`src/logic/hspc_pkg.sv`:
```
// Package for the host sleep power control block: register layout, timing and types
package hspc_pkg;

  // ****************************************
  // Register map
  // ****************************************
  localparam logic [7:0] SLEEP_CONTROL_OFFSET = 8'h17;
  localparam int SLEEP_REQUEST_BIT = 7;
  localparam int SLEEP_RESET_ENABLE_BIT = 6;
  localparam int EXT2_EDGE_POLARITY_BIT = 5;
  localparam int EXT1_EDGE_POLARITY_BIT = 4;
  localparam int SLEEP_OCCURRED_FLAG_BIT = 3;
  localparam int SLEEP_TIMEOUT_MSB = 2;
  localparam logic [7:0] SLEEP_CONTROL_RESET = 8'h00;
  localparam logic [2:0] PIN2_SELECT_SLEEP = 3'h6;

  // ****************************************
  // Timing
  // ****************************************
  localparam int CLK_FREQ_HZ = 250_000_000;
  localparam int TICK_PERIOD_US = 7800;
  localparam longint TICK_CYCLES_L = longint'(CLK_FREQ_HZ) * TICK_PERIOD_US / 1_000_000;
  localparam int TICK_CYCLES = int'(TICK_CYCLES_L);

  // ****************************************
  // Types
  // ****************************************
  typedef enum logic [1:0] {
    HSPC_RUN = 2'b00,
    HSPC_WAIT = 2'b01,
    HSPC_SLEEP = 2'b11
  } hspc_state_e;

  // Enables and conditions that decide whether a sleep request may take hold
  typedef struct packed {
    logic clock_halt;
    logic alarm_irq_enable;
    logic countdown_irq_enable;
    logic countdown_run_enable;
    logic first_ext_wake_enable;
    logic second_ext_wake_enable;
    logic watchdog_period_nonzero;
    logic watchdog_steering;
    logic irq_pending;
  } hspc_guard_s;

  // Enabled interrupt requests from the sources around the block
  typedef struct packed {
    logic alarm;
    logic countdown;
    logic watchdog;
    logic battery_low;
    logic autocal_fail;
    logic osc_fail;
  } hspc_irq_s;

endpackage

```
`src/logic/hspc_top.sv`:
```
// Sleep control state machine with host power switch and host reset
`timescale 1ns/1ps
`default_nettype none
module hspc_top
  import hspc_pkg::*;
#(
  parameter int TICK_CYCLES_P = TICK_CYCLES
) (
  // Clock, reset and power valid
  input wire logic CLK,
  input wire logic RESET,
  input wire logic POWER_VALID,
  // Register access port
  input wire logic REG_WRITE,
  input wire logic [7:0] REG_ADDR,
  input wire logic [7:0] REG_WDATA,
  output logic [7:0] REG_RDATA,
  // Configuration from neighbouring registers
  input wire hspc_guard_s GUARD,
  input wire logic [2:0] PIN2_OUTPUT_SELECT,
  input wire logic LOW_RES_SWITCH_ENABLE,
  input wire logic STATIC_OUT_BIT,
  // Interrupt sources
  input wire hspc_irq_s IRQ,
  input wire logic EXT_INPUT_PIN,
  input wire logic WATCHDOG_INPUT_PIN,
  output logic FIRST_EXTERNAL_IRQ,
  output logic SECOND_EXTERNAL_IRQ,
  // Host control pins
  output logic HOST_RESET_N,
  output logic HOST_POWER_SIGNAL,
  output logic POWER_SWITCH_PIN_O,
  output logic POWER_SWITCH_PIN_OE,
  output logic [1:0] SLEEP_STATE
);

  // ****************************************
  // Parameter check
  // ****************************************
  if (TICK_CYCLES_P < 2) begin : g_bad_tick
    $error("TICK_CYCLES_P must be at least 2");
  end

  // ****************************************
  // Declarations
  // ****************************************
  hspc_state_e state, next_state;
  logic sleep_request, sleep_reset_enable, ext2_edge_polarity, ext1_edge_polarity;
  logic sleep_occurred_flag;
  logic [2:0] sleep_timeout_count, delay_count;
  logic [31:0] tick_div;
  logic tick;
  logic [1:0] ext_sync, wdi_sync;
  logic ext_prev, wdi_prev;
  logic pv_meta, pv_sync;
  wire reg_hit = REG_WRITE && (REG_ADDR == SLEEP_CONTROL_OFFSET);
  wire req_write = reg_hit && REG_WDATA[SLEEP_REQUEST_BIT];
  wire flag_write_clear = reg_hit && !REG_WDATA[SLEEP_OCCURRED_FLAG_BIT];
  wire [2:0] new_timeout = REG_WDATA[SLEEP_TIMEOUT_MSB:0];

  // ****************************************
  // Input synchronisers and edge detection
  // ****************************************
  always_ff @(posedge CLK or posedge RESET) begin
    if (RESET) begin
      ext_sync <= 2'h0;
      wdi_sync <= 2'h0;
      ext_prev <= 1'b0;
      wdi_prev <= 1'b0;
      pv_meta <= 1'b0;
      pv_sync <= 1'b0;
    end else begin
      ext_sync <= {ext_sync[0], EXT_INPUT_PIN};
      wdi_sync <= {wdi_sync[0], WATCHDOG_INPUT_PIN};
      ext_prev <= ext_sync[1];
      wdi_prev <= wdi_sync[1];
      pv_meta <= POWER_VALID;
      pv_sync <= pv_meta;
    end
  end

  wire ext_rise = ext_sync[1] && !ext_prev;
  wire ext_fall = !ext_sync[1] && ext_prev;
  wire wdi_rise = wdi_sync[1] && !wdi_prev;
  wire wdi_fall = !wdi_sync[1] && wdi_prev;
  wire ext1_edge = ext1_edge_polarity ? ext_rise : ext_fall;
  wire ext2_edge = ext2_edge_polarity ? wdi_rise : wdi_fall;

  // ****************************************
  // Wake trigger and request guard
  // ****************************************
  // Edge events are one-cycle pulses so they wake but do not count as pending
  wire ext1_req = ext1_edge && GUARD.first_ext_wake_enable;
  wire ext2_req = ext2_edge && GUARD.second_ext_wake_enable;
  wire wake_trigger = IRQ.alarm | IRQ.countdown | IRQ.watchdog | ext1_req | ext2_req
                      | IRQ.battery_low | IRQ.autocal_fail | IRQ.osc_fail;
  wire wake_enabled = GUARD.alarm_irq_enable
                      || (GUARD.countdown_irq_enable && GUARD.countdown_run_enable)
                      || GUARD.first_ext_wake_enable || GUARD.second_ext_wake_enable
                      || (GUARD.watchdog_period_nonzero && !GUARD.watchdog_steering);
  wire sleep_allowed = !GUARD.clock_halt && wake_enabled && !GUARD.irq_pending
                       && !wake_trigger;
  wire req_take = req_write && sleep_allowed && (state == HSPC_RUN) && pv_sync;

  // ****************************************
  // Free-running tick divider
  // ****************************************
  always_ff @(posedge CLK or posedge RESET) begin
    if (RESET) begin
      tick_div <= 32'h0;
    end else if (tick) begin
      tick_div <= 32'h0;
    end else begin
      tick_div <= tick_div + 32'h1;
    end
  end

  assign tick = (tick_div == 32'(TICK_CYCLES_P - 1));

  // ****************************************
  // State machine
  // ****************************************
  // Counter stays free of the request phase, hence the N-1 to N window
  wire sleep_expiry = (delay_count == 3'h0);

  always_comb begin
    next_state = state;
    case (state)
      HSPC_RUN: begin
        if (req_take) begin
          next_state = (new_timeout == 3'h0) ? HSPC_SLEEP : HSPC_WAIT;
        end
      end
      HSPC_WAIT: begin
        if (wake_trigger) begin
          next_state = HSPC_RUN;
        end else if (sleep_expiry) begin
          next_state = HSPC_SLEEP;
        end
      end
      HSPC_SLEEP: begin
        if (wake_trigger) begin
          next_state = HSPC_RUN;
        end
      end
      default: begin
        next_state = HSPC_RUN;
      end
    endcase
    if (!pv_sync) begin
      next_state = HSPC_RUN;
    end
  end

  always_ff @(posedge CLK or posedge RESET) begin
    if (RESET) begin
      state <= HSPC_RUN;
    end else begin
      state <= next_state;
    end
  end

  // ****************************************
  // Delay counter
  // ****************************************
  always_ff @(posedge CLK or posedge RESET) begin
    if (RESET) begin
      delay_count <= 3'h0;
    end else if (req_take) begin
      delay_count <= new_timeout;
    end else if (state == HSPC_WAIT && tick && delay_count != 3'h0) begin
      delay_count <= delay_count - 3'h1;
    end
  end

  // ****************************************
  // Sleep control register
  // ****************************************
  always_ff @(posedge CLK or posedge RESET) begin
    if (RESET) begin
      {sleep_request, sleep_reset_enable, ext2_edge_polarity, ext1_edge_polarity,
       sleep_occurred_flag, sleep_timeout_count} <= SLEEP_CONTROL_RESET;
    end else begin
      if (reg_hit) begin
        sleep_reset_enable <= REG_WDATA[SLEEP_RESET_ENABLE_BIT];
        ext2_edge_polarity <= REG_WDATA[EXT2_EDGE_POLARITY_BIT];
        ext1_edge_polarity <= REG_WDATA[EXT1_EDGE_POLARITY_BIT];
        sleep_timeout_count <= new_timeout;
      end
      if (next_state == HSPC_RUN) begin
        sleep_request <= 1'b0;
      end else if (req_take) begin
        sleep_request <= 1'b1;
      end
      // Entry into sleep wins over a software clear in the same cycle
      if (next_state == HSPC_SLEEP && state != HSPC_SLEEP) begin
        sleep_occurred_flag <= 1'b1;
      end else if (flag_write_clear) begin
        sleep_occurred_flag <= 1'b0;
      end
    end
  end

  always_ff @(posedge CLK or posedge RESET) begin
    if (RESET) begin
      REG_RDATA <= 8'h00;
    end else begin
      REG_RDATA <= {sleep_request, sleep_reset_enable, ext2_edge_polarity, ext1_edge_polarity,
                    sleep_occurred_flag, sleep_timeout_count};
    end
  end

  // ****************************************
  // Host outputs
  // ****************************************
  wire in_sleep = (state == HSPC_SLEEP);
  wire pin2_sleep_mode = (PIN2_OUTPUT_SELECT == PIN2_SELECT_SLEEP);

  always_ff @(posedge CLK or posedge RESET) begin
    if (RESET) begin
      HOST_RESET_N <= 1'b1;
      HOST_POWER_SIGNAL <= 1'b1;
      POWER_SWITCH_PIN_O <= 1'b0;
      POWER_SWITCH_PIN_OE <= 1'b1;
      FIRST_EXTERNAL_IRQ <= 1'b0;
      SECOND_EXTERNAL_IRQ <= 1'b0;
    end else begin
      HOST_RESET_N <= !(in_sleep && sleep_reset_enable);
      HOST_POWER_SIGNAL <= !in_sleep;
      FIRST_EXTERNAL_IRQ <= ext1_edge;
      SECOND_EXTERNAL_IRQ <= ext2_edge;
      if (pin2_sleep_mode && LOW_RES_SWITCH_ENABLE) begin
        POWER_SWITCH_PIN_O <= 1'b0;
        POWER_SWITCH_PIN_OE <= !in_sleep;
      end else if (pin2_sleep_mode) begin
        POWER_SWITCH_PIN_O <= in_sleep;
        POWER_SWITCH_PIN_OE <= 1'b1;
      end else begin
        POWER_SWITCH_PIN_O <= STATIC_OUT_BIT;
        POWER_SWITCH_PIN_OE <= 1'b1;
      end
    end
  end

  assign SLEEP_STATE = state;

endmodule
`default_nettype wire

```
`config.mk`:
```
export PLATFORM = sky130hd
export DESIGN_NAME = hspc_top
export DESIGN_NICKNAME = d
export VERILOG_FILES = /design/src/logic/hspc_pkg.sv /design/src/logic/hspc_top.sv
export SDC_FILE = /design/constraint.sdc
export NUM_CORES = 1
export LEC_CHECK = 0
export BUFFER_PORTS_ARGS = -buffer_cell sky130_fd_sc_hd__clkbuf_2
export CORE_MARGIN = 3
export CORE_UTILIZATION = 36
export CTS_CLUSTER_SIZE = 25
export DETAILED_ROUTE_END_ITERATION = 10
export GPL_TIMING_DRIVEN = 0
export SLEW_MARGIN = 20
export SYNTH_ARGS = -nofsm -noshare
export SYNTH_HDL_FRONTEND = slang
export SYNTH_SLANG_ARGS = --single-unit
```
`constraint.sdc`:
```
create_clock -name CLK -period 2.5 [get_ports CLK]
set_input_delay 0.5 -clock CLK [delete_from_list [all_inputs] [get_ports CLK]]
set_output_delay 0.5 -clock CLK [all_outputs]
set_load 0.05 [all_outputs]
```
==> impl_metrics.tcl, run 1 <==
set metrics [dict create \
    ff2ff_path_depth 7 \
    grt_first_pass_wirelength_mm 9.43 \
    viasPerCell 4.79 \
    synthTopCellsByArea "dfrtp_1, xnor2_1, xor2_1" \
    clk_path_buf_depth 2 \
    synth_edf_count 0 \
    path_depth 7 \
    setup_viol 0 \
    synth_top_flop_cell "dfrtp_1" \
    cts_hold_buf 0 \
    ant_nets 0 \
    maxCapViolations 0 \
    post-cts-setup-buffer-count 0 \
    rows 31 \
    tns_ns 0 \
    cp.arrival_ns 2.31 \
    rr_startpoint "tick_div[0]" \
    total_power_mw 2.15 \
    hold_ws_ns 0.0286 \
    wl_mm 5.38 \
    via_count 1963 \
    coreArea_sq_mm 0.00749 \
    critical_path_buf_inv_count 2 \
    wire_per_inst_microns 13.1 \
    syn-instance-count 237 \
    ys_seq_area_share_pct 58.7 \
    root_buffer "clkbuf_8" \
    status "complete, no violations" \
    die_x_microns 95.2 \
    ys_ff_latch 67 \
    cp-start-kind "register" \
    total_leakage_power_nw 1.70 \
    cp_cell_sequence "ha_1 -> and3_1 -> clkbuf_1 -> nand3_1 -> nor3_1 -> buf_2 -> nor2_1" \
    htreeDepth 3 \
    layout_min_cycle_time_ns 2.08 \
    start_util_pct 38.3 \
    fin_crit_sh_pct 83.1 \
    grt_max_degree 59 \
    drt_pass1_iterations 4 \
    fmax_mhz 482 \
    cts-resized-gates 0 \
    place_hpwl_mm 3.91 \
    cellPowerDensity_mw_per_mm2 612 \
    antenna_cells 0 \
    rrSetupSlack_ns 0.42 \
    slowest_delay_ns 0.40 \
    finalMaxSlewViolations 0 \
    nNetsFinal 351 \
    gr-total-overflow 0 \
    antenna_found_initial 0 \
    crit_path_top_delay_cell "dfrtp_1" \
    cp_top_family "simple AND/OR/NAND/NOR gates" \
    cp-end-kind "register" \
    multi_input_area_sq_mm 0.00114 \
    path_max_fanout 10 \
    yosys_warnings 0 \
    yosysTopAreaCellShare_pct 55.9 \
    path_class "reg -> reg" \
    drc 0 \
    synthArstFlopShare_pct 100 \
    yosysMostFrequentCell "dfrtp_1" \
    grt_util_all_layers_pct 13.5 \
    first_iter_violations 79 \
    yosysUniqueCellTypes 44 \
    yosys.area.top_type "dfrtp_1" \
    path_clk_slew_ns 0.08 \
    drive_gt1_share_pct 31.8 \
    clock_sinks 67 \
    die_area_sq_mm 0.00906 \
    io_buffers 57 \
    worstMarginPinSlew_ns 0.520 \
    grt_pass1_vias 2027 \
    fill_cells 685 \
    synthesis.area_sq_mm 0.00286 \
    dp_slack_ns 0.215 \
    tritoncts "yes" \
    synth_area_per_cell_sq_um 12.1 \
    hp-class "in -> async" \
    fin_skew_ns 0.00707 \
    critPathLaunch "tick_div[0]" \
    r2r_end "tick_div[8]" \
    die_y_microns 95.2 \
    syn_nets 282 \
    setup_ws_ns 0.424 \
    hold_violations 0 \
    rsz0062_at_grt "false" \
    area_growth_pct 22.5 \
    relSlewSlack_pct 65.1 \
    ff_latch_area_sq_mm 0.00168 \
    worst_skew_pair.late_latency_ns 0.35 \
    ios 58 \
    cts_buffers 9 \
    required_ns 2.73 \
    gp_congestion 0.759 \
    ys_top_cells_by_count "dfrtp_1, nor2_1, nand3_1, xnor2_1, xor2_1" \
    max-vdd-ir-drop_mv 0.344 \
]
[logic make-up (layout without fill, tap and decap cells)]
group	count (synthesis)	count (layout)	share of synthesized area, %
and+or+nand+nor	102	102	21.6
DFF	67	67	58.7
xor gates and xnor gates	31	31	9.48
AOI/OAI and AO/OA	13	13	3.28
buffers and inverters	11	85	1.49
muxes	10	10	4.15
adders and majority gates	3	3	1.31
[per-stage QoR]
step	utilization (%)	instance area (sq um)	cells
6_report	46.9	3510	410
5_1_grt	46.9	3510	410
4_1_cts	46.9	3510	410
3_5_place_dp	44.1	3300	394
3_3_place_gp	43.7	3270	393
2_1_floorplan	-	2860	237
[metal layers]
layer  global-route usage (%)  vias to the layer above  part of all wire, %
met3                     3.16                       10                  5.8
met4                     7.21                        0                  2.2
li1                         -                      968                    -
met5                        0                        -                    0
met2                     21.1                       60                   47
met1                     17.4                      925                   45
[where the power goes]
group | internal [mW] | switching [mW]
clock | 0.476 | 0.450
combinational | 0.0430 | 0.0677
sequential | 1.10 | 0.00836
[placed cells by master (no fill, tap or decap), types with 4 or more instances in the layout]
cell type  count
and3_1         5
clkbuf_2      57
clkbuf_8       9
dfrtp_1       64
inv_1          7
inv_6          4
mux2_2         7
nand2_1       12
nand2b_1       4
nand3_1       19
nand4_1        8
nor2_1        20
nor3_1         7
o21ai_0        5
xnor2_1       17
xor2_1        14
[how the worst max path moves through the flow]
| stage | to | slack [ns] |
|---|---|---|
| floorplan | FIRST_EXTERNAL_IRQ | 0.32 |
| global placement | sleep_reset_enable | -0.47 |
| detailed placement | delay_count[2] | 0.22 |
| CTS | tick_div[8] | 0.36 |
| global route | tick_div[8] | 0.17 |
| finish | tick_div[8] | 0.42 |
[area by class of cell]
type | instances | share of cell area, %
Clock buffer | 9 | 3.53
Clock inverter | 7 | 2.32
Sequential cell | 67 | 47.9
Inverter | 8 | 0.927
Multi-Input combinational cell | 159 | 32.5
Tap cell | 99 | 3.53
Timing Repair Buffer | 58 | 8.92
Buffer | 3 | 0.357
[sequential cells by signal, summed over array words and instances, names as in the netlist, 2 cells and up]
| signal | flops |
|---|---|
| REG_RDATA | 8 |
| delay_count | 3 |
| wdi_sync | 2 |
| SLEEP_STATE | 2 |
| tick_div | 32 |
| sleep_timeout_count | 3 |
| ext_sync | 2 |
(Power assumes the default switching activity.)
==> inputs of run 2 (changes only) <==
==> constraint.sdc (replaced) <==
create_clock -name CLK -period 1.8 [get_ports CLK]
set_input_delay 0.36 -clock CLK [delete_from_list [all_inputs] [get_ports CLK]]
set_output_delay 0.36 -clock CLK [all_outputs]
set_load 0.05 [all_outputs]
==> run 2 against run 1 <==
Compared with the run above:
- the run now ends with setup timing left
- die area unchanged
- via count rose by 2.4%
- final cell count up 2.0%
- critical path depth down 2
- global-route usage grew 0.14 points
- flip-flop and latch count is the same
- first-iteration DRC count decreased by 32%
- clock skew grew 0.0052 ns
- register-to-register slack got worse by 0.44 ns
- final area rose by 5.1%
- non-clock buffer count rose by 8
- hold slack worse by 0.0095 ns
- largest cell class unchanged
==> impl_metrics.tcl, run 2 (synthesis results as in run 1) <==
set metrics [dict create \
    nNetsFinal 359 \
    start_util_pct 38.3 \
    maxCapViolations 0 \
    via_count 2011 \
    fin_crit_sh_pct 101 \
    viasPerCell 4.81 \
    hold_violations 0 \
    setup_ws_ns -0.0212 \
    top_regs "tick_div x32, REG_RDATA x8" \
    area_growth_pct 28.8 \
    drt_pass1_iterations 4 \
    layout_commonest_cell "dfrtp_1" \
    antenna_cells 0 \
    io_buffers 57 \
    required_ns 2.03 \
    grt_util_all_layers_pct 13.7 \
    rows 31 \
    relSlewSlack_pct 67.8 \
    dp_slack_ns -0.289 \
    cts_hold_buf 0 \
    die_area_sq_mm 0.00906 \
    clock_sinks 67 \
    status "finished, violations left" \
    total_leakage_power_nw 1.76 \
    clk_path_buf_depth 2 \
    layout_min_cycle_time_ns 1.82 \
    die_y_microns 95.2 \
    fin_util_pct 49.3 \
    placed_area_sq_mm 0.00333 \
    finalMaxSlewViolations 0 \
    die_x_microns 95.2 \
    setup_viol 2 \
    dp_cells 395 \
    hold_ws_ns 0.0191 \
    instances_no_fill 418 \
    path_clk_slew_ns 0.08 \
    worstMarginPinSlew_ns 0.482 \
    grt_pass1_vias 2036 \
    place_hpwl_mm 3.99 \
    first_iter_violations 54 \
    fill_cells 691 \
    fin_area_sq_mm 0.00369 \
    fin_skew_ns 0.0122 \
    wire_per_inst_microns 13.3 \
    path_class "reg -> reg" \
    fmax_mhz 549 \
    cp.arrival_ns 2.05 \
    largest_reg_flops 32 \
    total_power_mw 3.10 \
    drive_gt1_share_pct 38.9 \
    wl_mm 5.56 \
    rsz0062_at_grt "true" \
    root_buffer "clkbuf_8" \
    path_max_fanout 3 \
    coreArea_sq_mm 0.00749 \
    cp-start-kind "register" \
    gp_congestion 0.761 \
    gr-total-overflow 0 \
    mostFrequentLayoutCells "dfrtp_1, clkbuf_2, nor2_1" \
    max-vdd-ir-drop_mv 0.802 \
    hp-class "in -> async" \
    tritoncts "yes" \
    cts_buffers 9 \
    htreeDepth 3 \
    grt_first_pass_wirelength_mm 9.47 \
    drc 0 \
    antenna_found_initial 0 \
    violations "setup timing" \
    cellPowerDensity_mw_per_mm2 841 \
    largest-register "tick_div" \
    ios 58 \
    tns_ns -0.0353 \
    cp-end-kind "register" \
    ant_nets 0 \
    worst_skew_pair.late_latency_ns 0.35 \
    grt_max_degree 25 \
]
-- run 2: changes by cell type in the layout (fill, tap and decap cells not counted), sizes merged --
| cell | before | now |
|---|---|---|
| clkinvlp | 1 | 2 |
| buf | 2 | 10 |
| inv | 12 | 9 |
| clkinv | 1 | 2 |
| bufinv | 1 | 2 |
-- run 2: final cells by class --
| type | count | area, sq um | share of cell area (%) |
|---|---|---|---|
| Multi-Input combinational cell | 159 | 1220 | 33.1 |
| Tap cell | 99 | 124 | 3.36 |
| Inverter | 8 | 33.8 | 0.916 |
| Sequential cell | 67 | 1680 | 45.6 |
| Timing Repair Buffer | 67 | 393 | 10.7 |
| Clock buffer | 9 | 124 | 3.36 |
| Buffer | 2 | 11.3 | 0.305 |
| Clock inverter | 7 | 98.8 | 2.68 |
-- run 2: routing by layer --
metal | wire length, microns | GRT usage [%] | part of all wire [%] | vias to the layer above
met3 | 332 | 4.66 | 6.0 | 6
met1 | 2460 | 17.4 | 44 | 958
met5 | 0 | 0 | 0 | -
met2 | 2690 | 21.2 | 48 | 62
li1 | - | - | - | 985
met4 | 82 | 5.89 | 1.5 | 0
-- run 2: final timing paths --
check	startpoint	to	slack (ns)	cells past startpoint
worst max-delay path	SLEEP_STATE[1]	delay_count[2]	-0.02	5
worst min-delay path	RESET	REG_RDATA[2]	0.02	2
worst max register to register	SLEEP_STATE[1]	delay_count[2]	-0.02	5
worst min register to register	ext_sync[0]	ext_sync[1]	0.35	0
max in group asynchronous	RESET	HOST_POWER_SIGNAL	1.04	4
min in group CLK	WATCHDOG_INPUT_PIN	wdi_sync[0]	0.12	1
-- run 2: power by group --
part	switching [mW]	internal [mW]
clock	0.612	0.789
combinational	0.0946	0.0641
sequential	0.0109	1.53
total	0.718	2.38
-- run 2: what timing repair did --
item,4_1_cts,5_1_grt
buffers inserted,4,4
pin swaps,6,7
gates resized for setup,6,13
endpoints found under the setup margin,17,27
-- run 2: critical path, stage by stage, from the launching register on --
cell,delay [ns]
dfrtp_2,0.42
or4b_1,0.46
a31o_1,0.24
nor3_2,0.17
nand2_2,0.12
mux2_4,0.31
==> inputs of run 3 (changes only) <==
--- a/config.mk
+++ b/config.mk
@@ -11,6 +11,7 @@
 export CTS_CLUSTER_SIZE = 25
 export DETAILED_ROUTE_END_ITERATION = 10
 export GPL_TIMING_DRIVEN = 0
+export PLACE_DENSITY = 0.55
 export SLEW_MARGIN = 20
 export SYNTH_ARGS = -nofsm -noshare
 export SYNTH_HDL_FRONTEND = slang
==> run 3 against run 2 <==
Compared with the run above:
- the flow still finishes with violations (setup timing)
- hold slack improved by 0.0034 ns
- worst setup slack got worse by 0.0058 ns
- sequential share of layout area is 0.71 points lower
- critical endpoint unchanged
- largest power group unchanged
- highest routed layer unchanged
==> impl_metrics.tcl, run 3 (synthesis results as in run 1) <==
set metrics [dict create \
    relSlewSlack_pct 68.6 \
    ff_latch_area_sq_mm 0.00169 \
    hold_ws_ns 0.0225 \
    area_growth_pct 31.1 \
    placed_area_sq_mm 0.00333 \
    grt_util_all_layers_pct 14.2 \
    ff2ff_path_depth 5 \
    drive_gt1_share_pct 41.5 \
    violations "setup timing" \
    r2r_end "delay_count[2]" \
    rrSetupSlack_ns -0.03 \
    worst_skew_pair.late_latency_ns 0.34 \
    setup_viol 2 \
    mostFrequentLayoutCells "dfrtp_1, clkbuf_2, nor2_1" \
    grt_pass1_vias 2116 \
    fin_area_sq_mm 0.00375 \
    fin_crit_sh_pct 102 \
    fin_util_pct 50.2 \
    max-vdd-ir-drop_mv 0.437 \
    top_regs "tick_div x32, REG_RDATA x8" \
    layout_commonest_cell "dfrtp_1" \
    first_iter_violations 54 \
    maxCapViolations 0 \
    root_buffer "clkbuf_8" \
    largest-register "tick_div" \
    cellPowerDensity_mw_per_mm2 833 \
    nNetsFinal 363 \
    coreArea_sq_mm 0.00749 \
    viasPerCell 4.73 \
    io_buffers 57 \
    antenna_found_initial 0 \
    cts_buffers 9 \
    cts_hold_buf 0 \
    total_leakage_power_nw 1.79 \
    wl_mm 5.56 \
    tritoncts "yes" \
    required_ns 2.02 \
    instances_no_fill 422 \
    hp-class "in -> async" \
    antenna_cells 0 \
    drc 0 \
    clock_sinks 67 \
    tns_ns -0.0511 \
    largest_reg_flops 32 \
    htreeDepth 3 \
    fmax_mhz 547 \
    layout_min_cycle_time_ns 1.83 \
    clk_path_buf_depth 2 \
    status "finished, violations left" \
    path_clk_slew_ns 0.08 \
    start_util_pct 38.3 \
    rr_startpoint "SLEEP_STATE[1]" \
    wire_per_inst_microns 13.2 \
    cp-end-kind "register" \
    cp.arrival_ns 2.04 \
    gr-total-overflow 0 \
    hold_violations 0 \
    rsz0062_at_grt "true" \
    via_count 1996 \
    die_area_sq_mm 0.00906 \
    worstMarginPinSlew_ns 0.470 \
    critPathLaunch "SLEEP_STATE[1]" \
    fin_skew_ns 0.0101 \
    path_class "reg -> reg" \
    ant_nets 0 \
    grt_first_pass_wirelength_mm 9.96 \
    die_y_microns 95.2 \
    gp_congestion 0.715 \
    drt_pass1_iterations 4 \
    place_hpwl_mm 4.11 \
    finalMaxSlewViolations 0 \
    setup_ws_ns -0.0270 \
    path_max_fanout 3 \
    grt_max_degree 28 \
    rows 31 \
    critPathCapture "delay_count[2]" \
    dp_cells 395 \
    cp-start-kind "register" \
    die_x_microns 95.2 \
    multi_input_area_sq_mm 0.00124 \
    fill_cells 680 \
    ios 58 \
]
-- run 3: changes by cell type in the layout (fill, tap and decap cells not counted), sizes merged --
cell | before | now
inv | 9 | 10
clkinv | 2 | 0
clkbuf | 68 | 69
buf | 10 | 14
-- run 3: worst min-delay path by stage --
stage / endpoint / slack, ns
after floorplan: ext_sync[1] / 0.33
after global placement: wdi_sync[1] / 0.33
after detailed placement: wdi_sync[1] / 0.34
after CTS: REG_RDATA[4] / 0.02
after global routing: REG_RDATA[4] / 0.03
final: FIRST_EXTERNAL_IRQ / 0.02
-- run 3: layout make-up --
| cell class | count | share of cell area (%) |
|---|---|---|
| Timing Repair Buffer | 71 | 11.3 |
| Buffer | 2 | 0.333 |
| Clock inverter | 6 | 2.50 |
| Clock buffer | 10 | 3.67 |
| Tap cell | 99 | 3.30 |
| Multi-Input combinational cell | 159 | 33.1 |
| Inverter | 8 | 0.900 |
| Sequential cell | 67 | 44.9 |
-- run 3: metrics by stage --
stage                     power (mW)  worst slack, ns
after floorplan                 1.65           -0.148
after CTS                       3.17          -0.0962
after global routing            3.26          -0.0753
after global placement          1.72           -0.218
after detailed placement        1.73           -0.240
final                           3.13          -0.0270
-- run 3: what timing repair did --
action,CTS,global route
resized for setup,5,23
endpoints found under the hold margin,0,0
pin swaps,7,11
setup buffers,6,7
setup endpoints to repair,16,22
-- run 3: worst max-delay path, cell delays in order, from the launching register on --
cell     delay (ns)
dfrtp_2        0.42
or4b_4         0.48
a31o_4         0.24
nor3_4         0.15
nand2_2        0.11
mux2_4         0.31
-- run 3: power breakdown --
part,internal [mW],leakage (nW),switching [mW]
combinational,0.0658,0.800,0.0951
sequential,1.53,0.880,0.0110
clock,0.832,0.114,0.595
total,2.43,1.79,0.701
-- run 3: metal layers --
metal	up-vias	global-route usage, %	wire length, microns
met5	-	0	0
met3	4	5.45	333
met1	947	18.7	2580
met2	52	21.9	2610
li1	993	-	-
met4	0	3.97	37
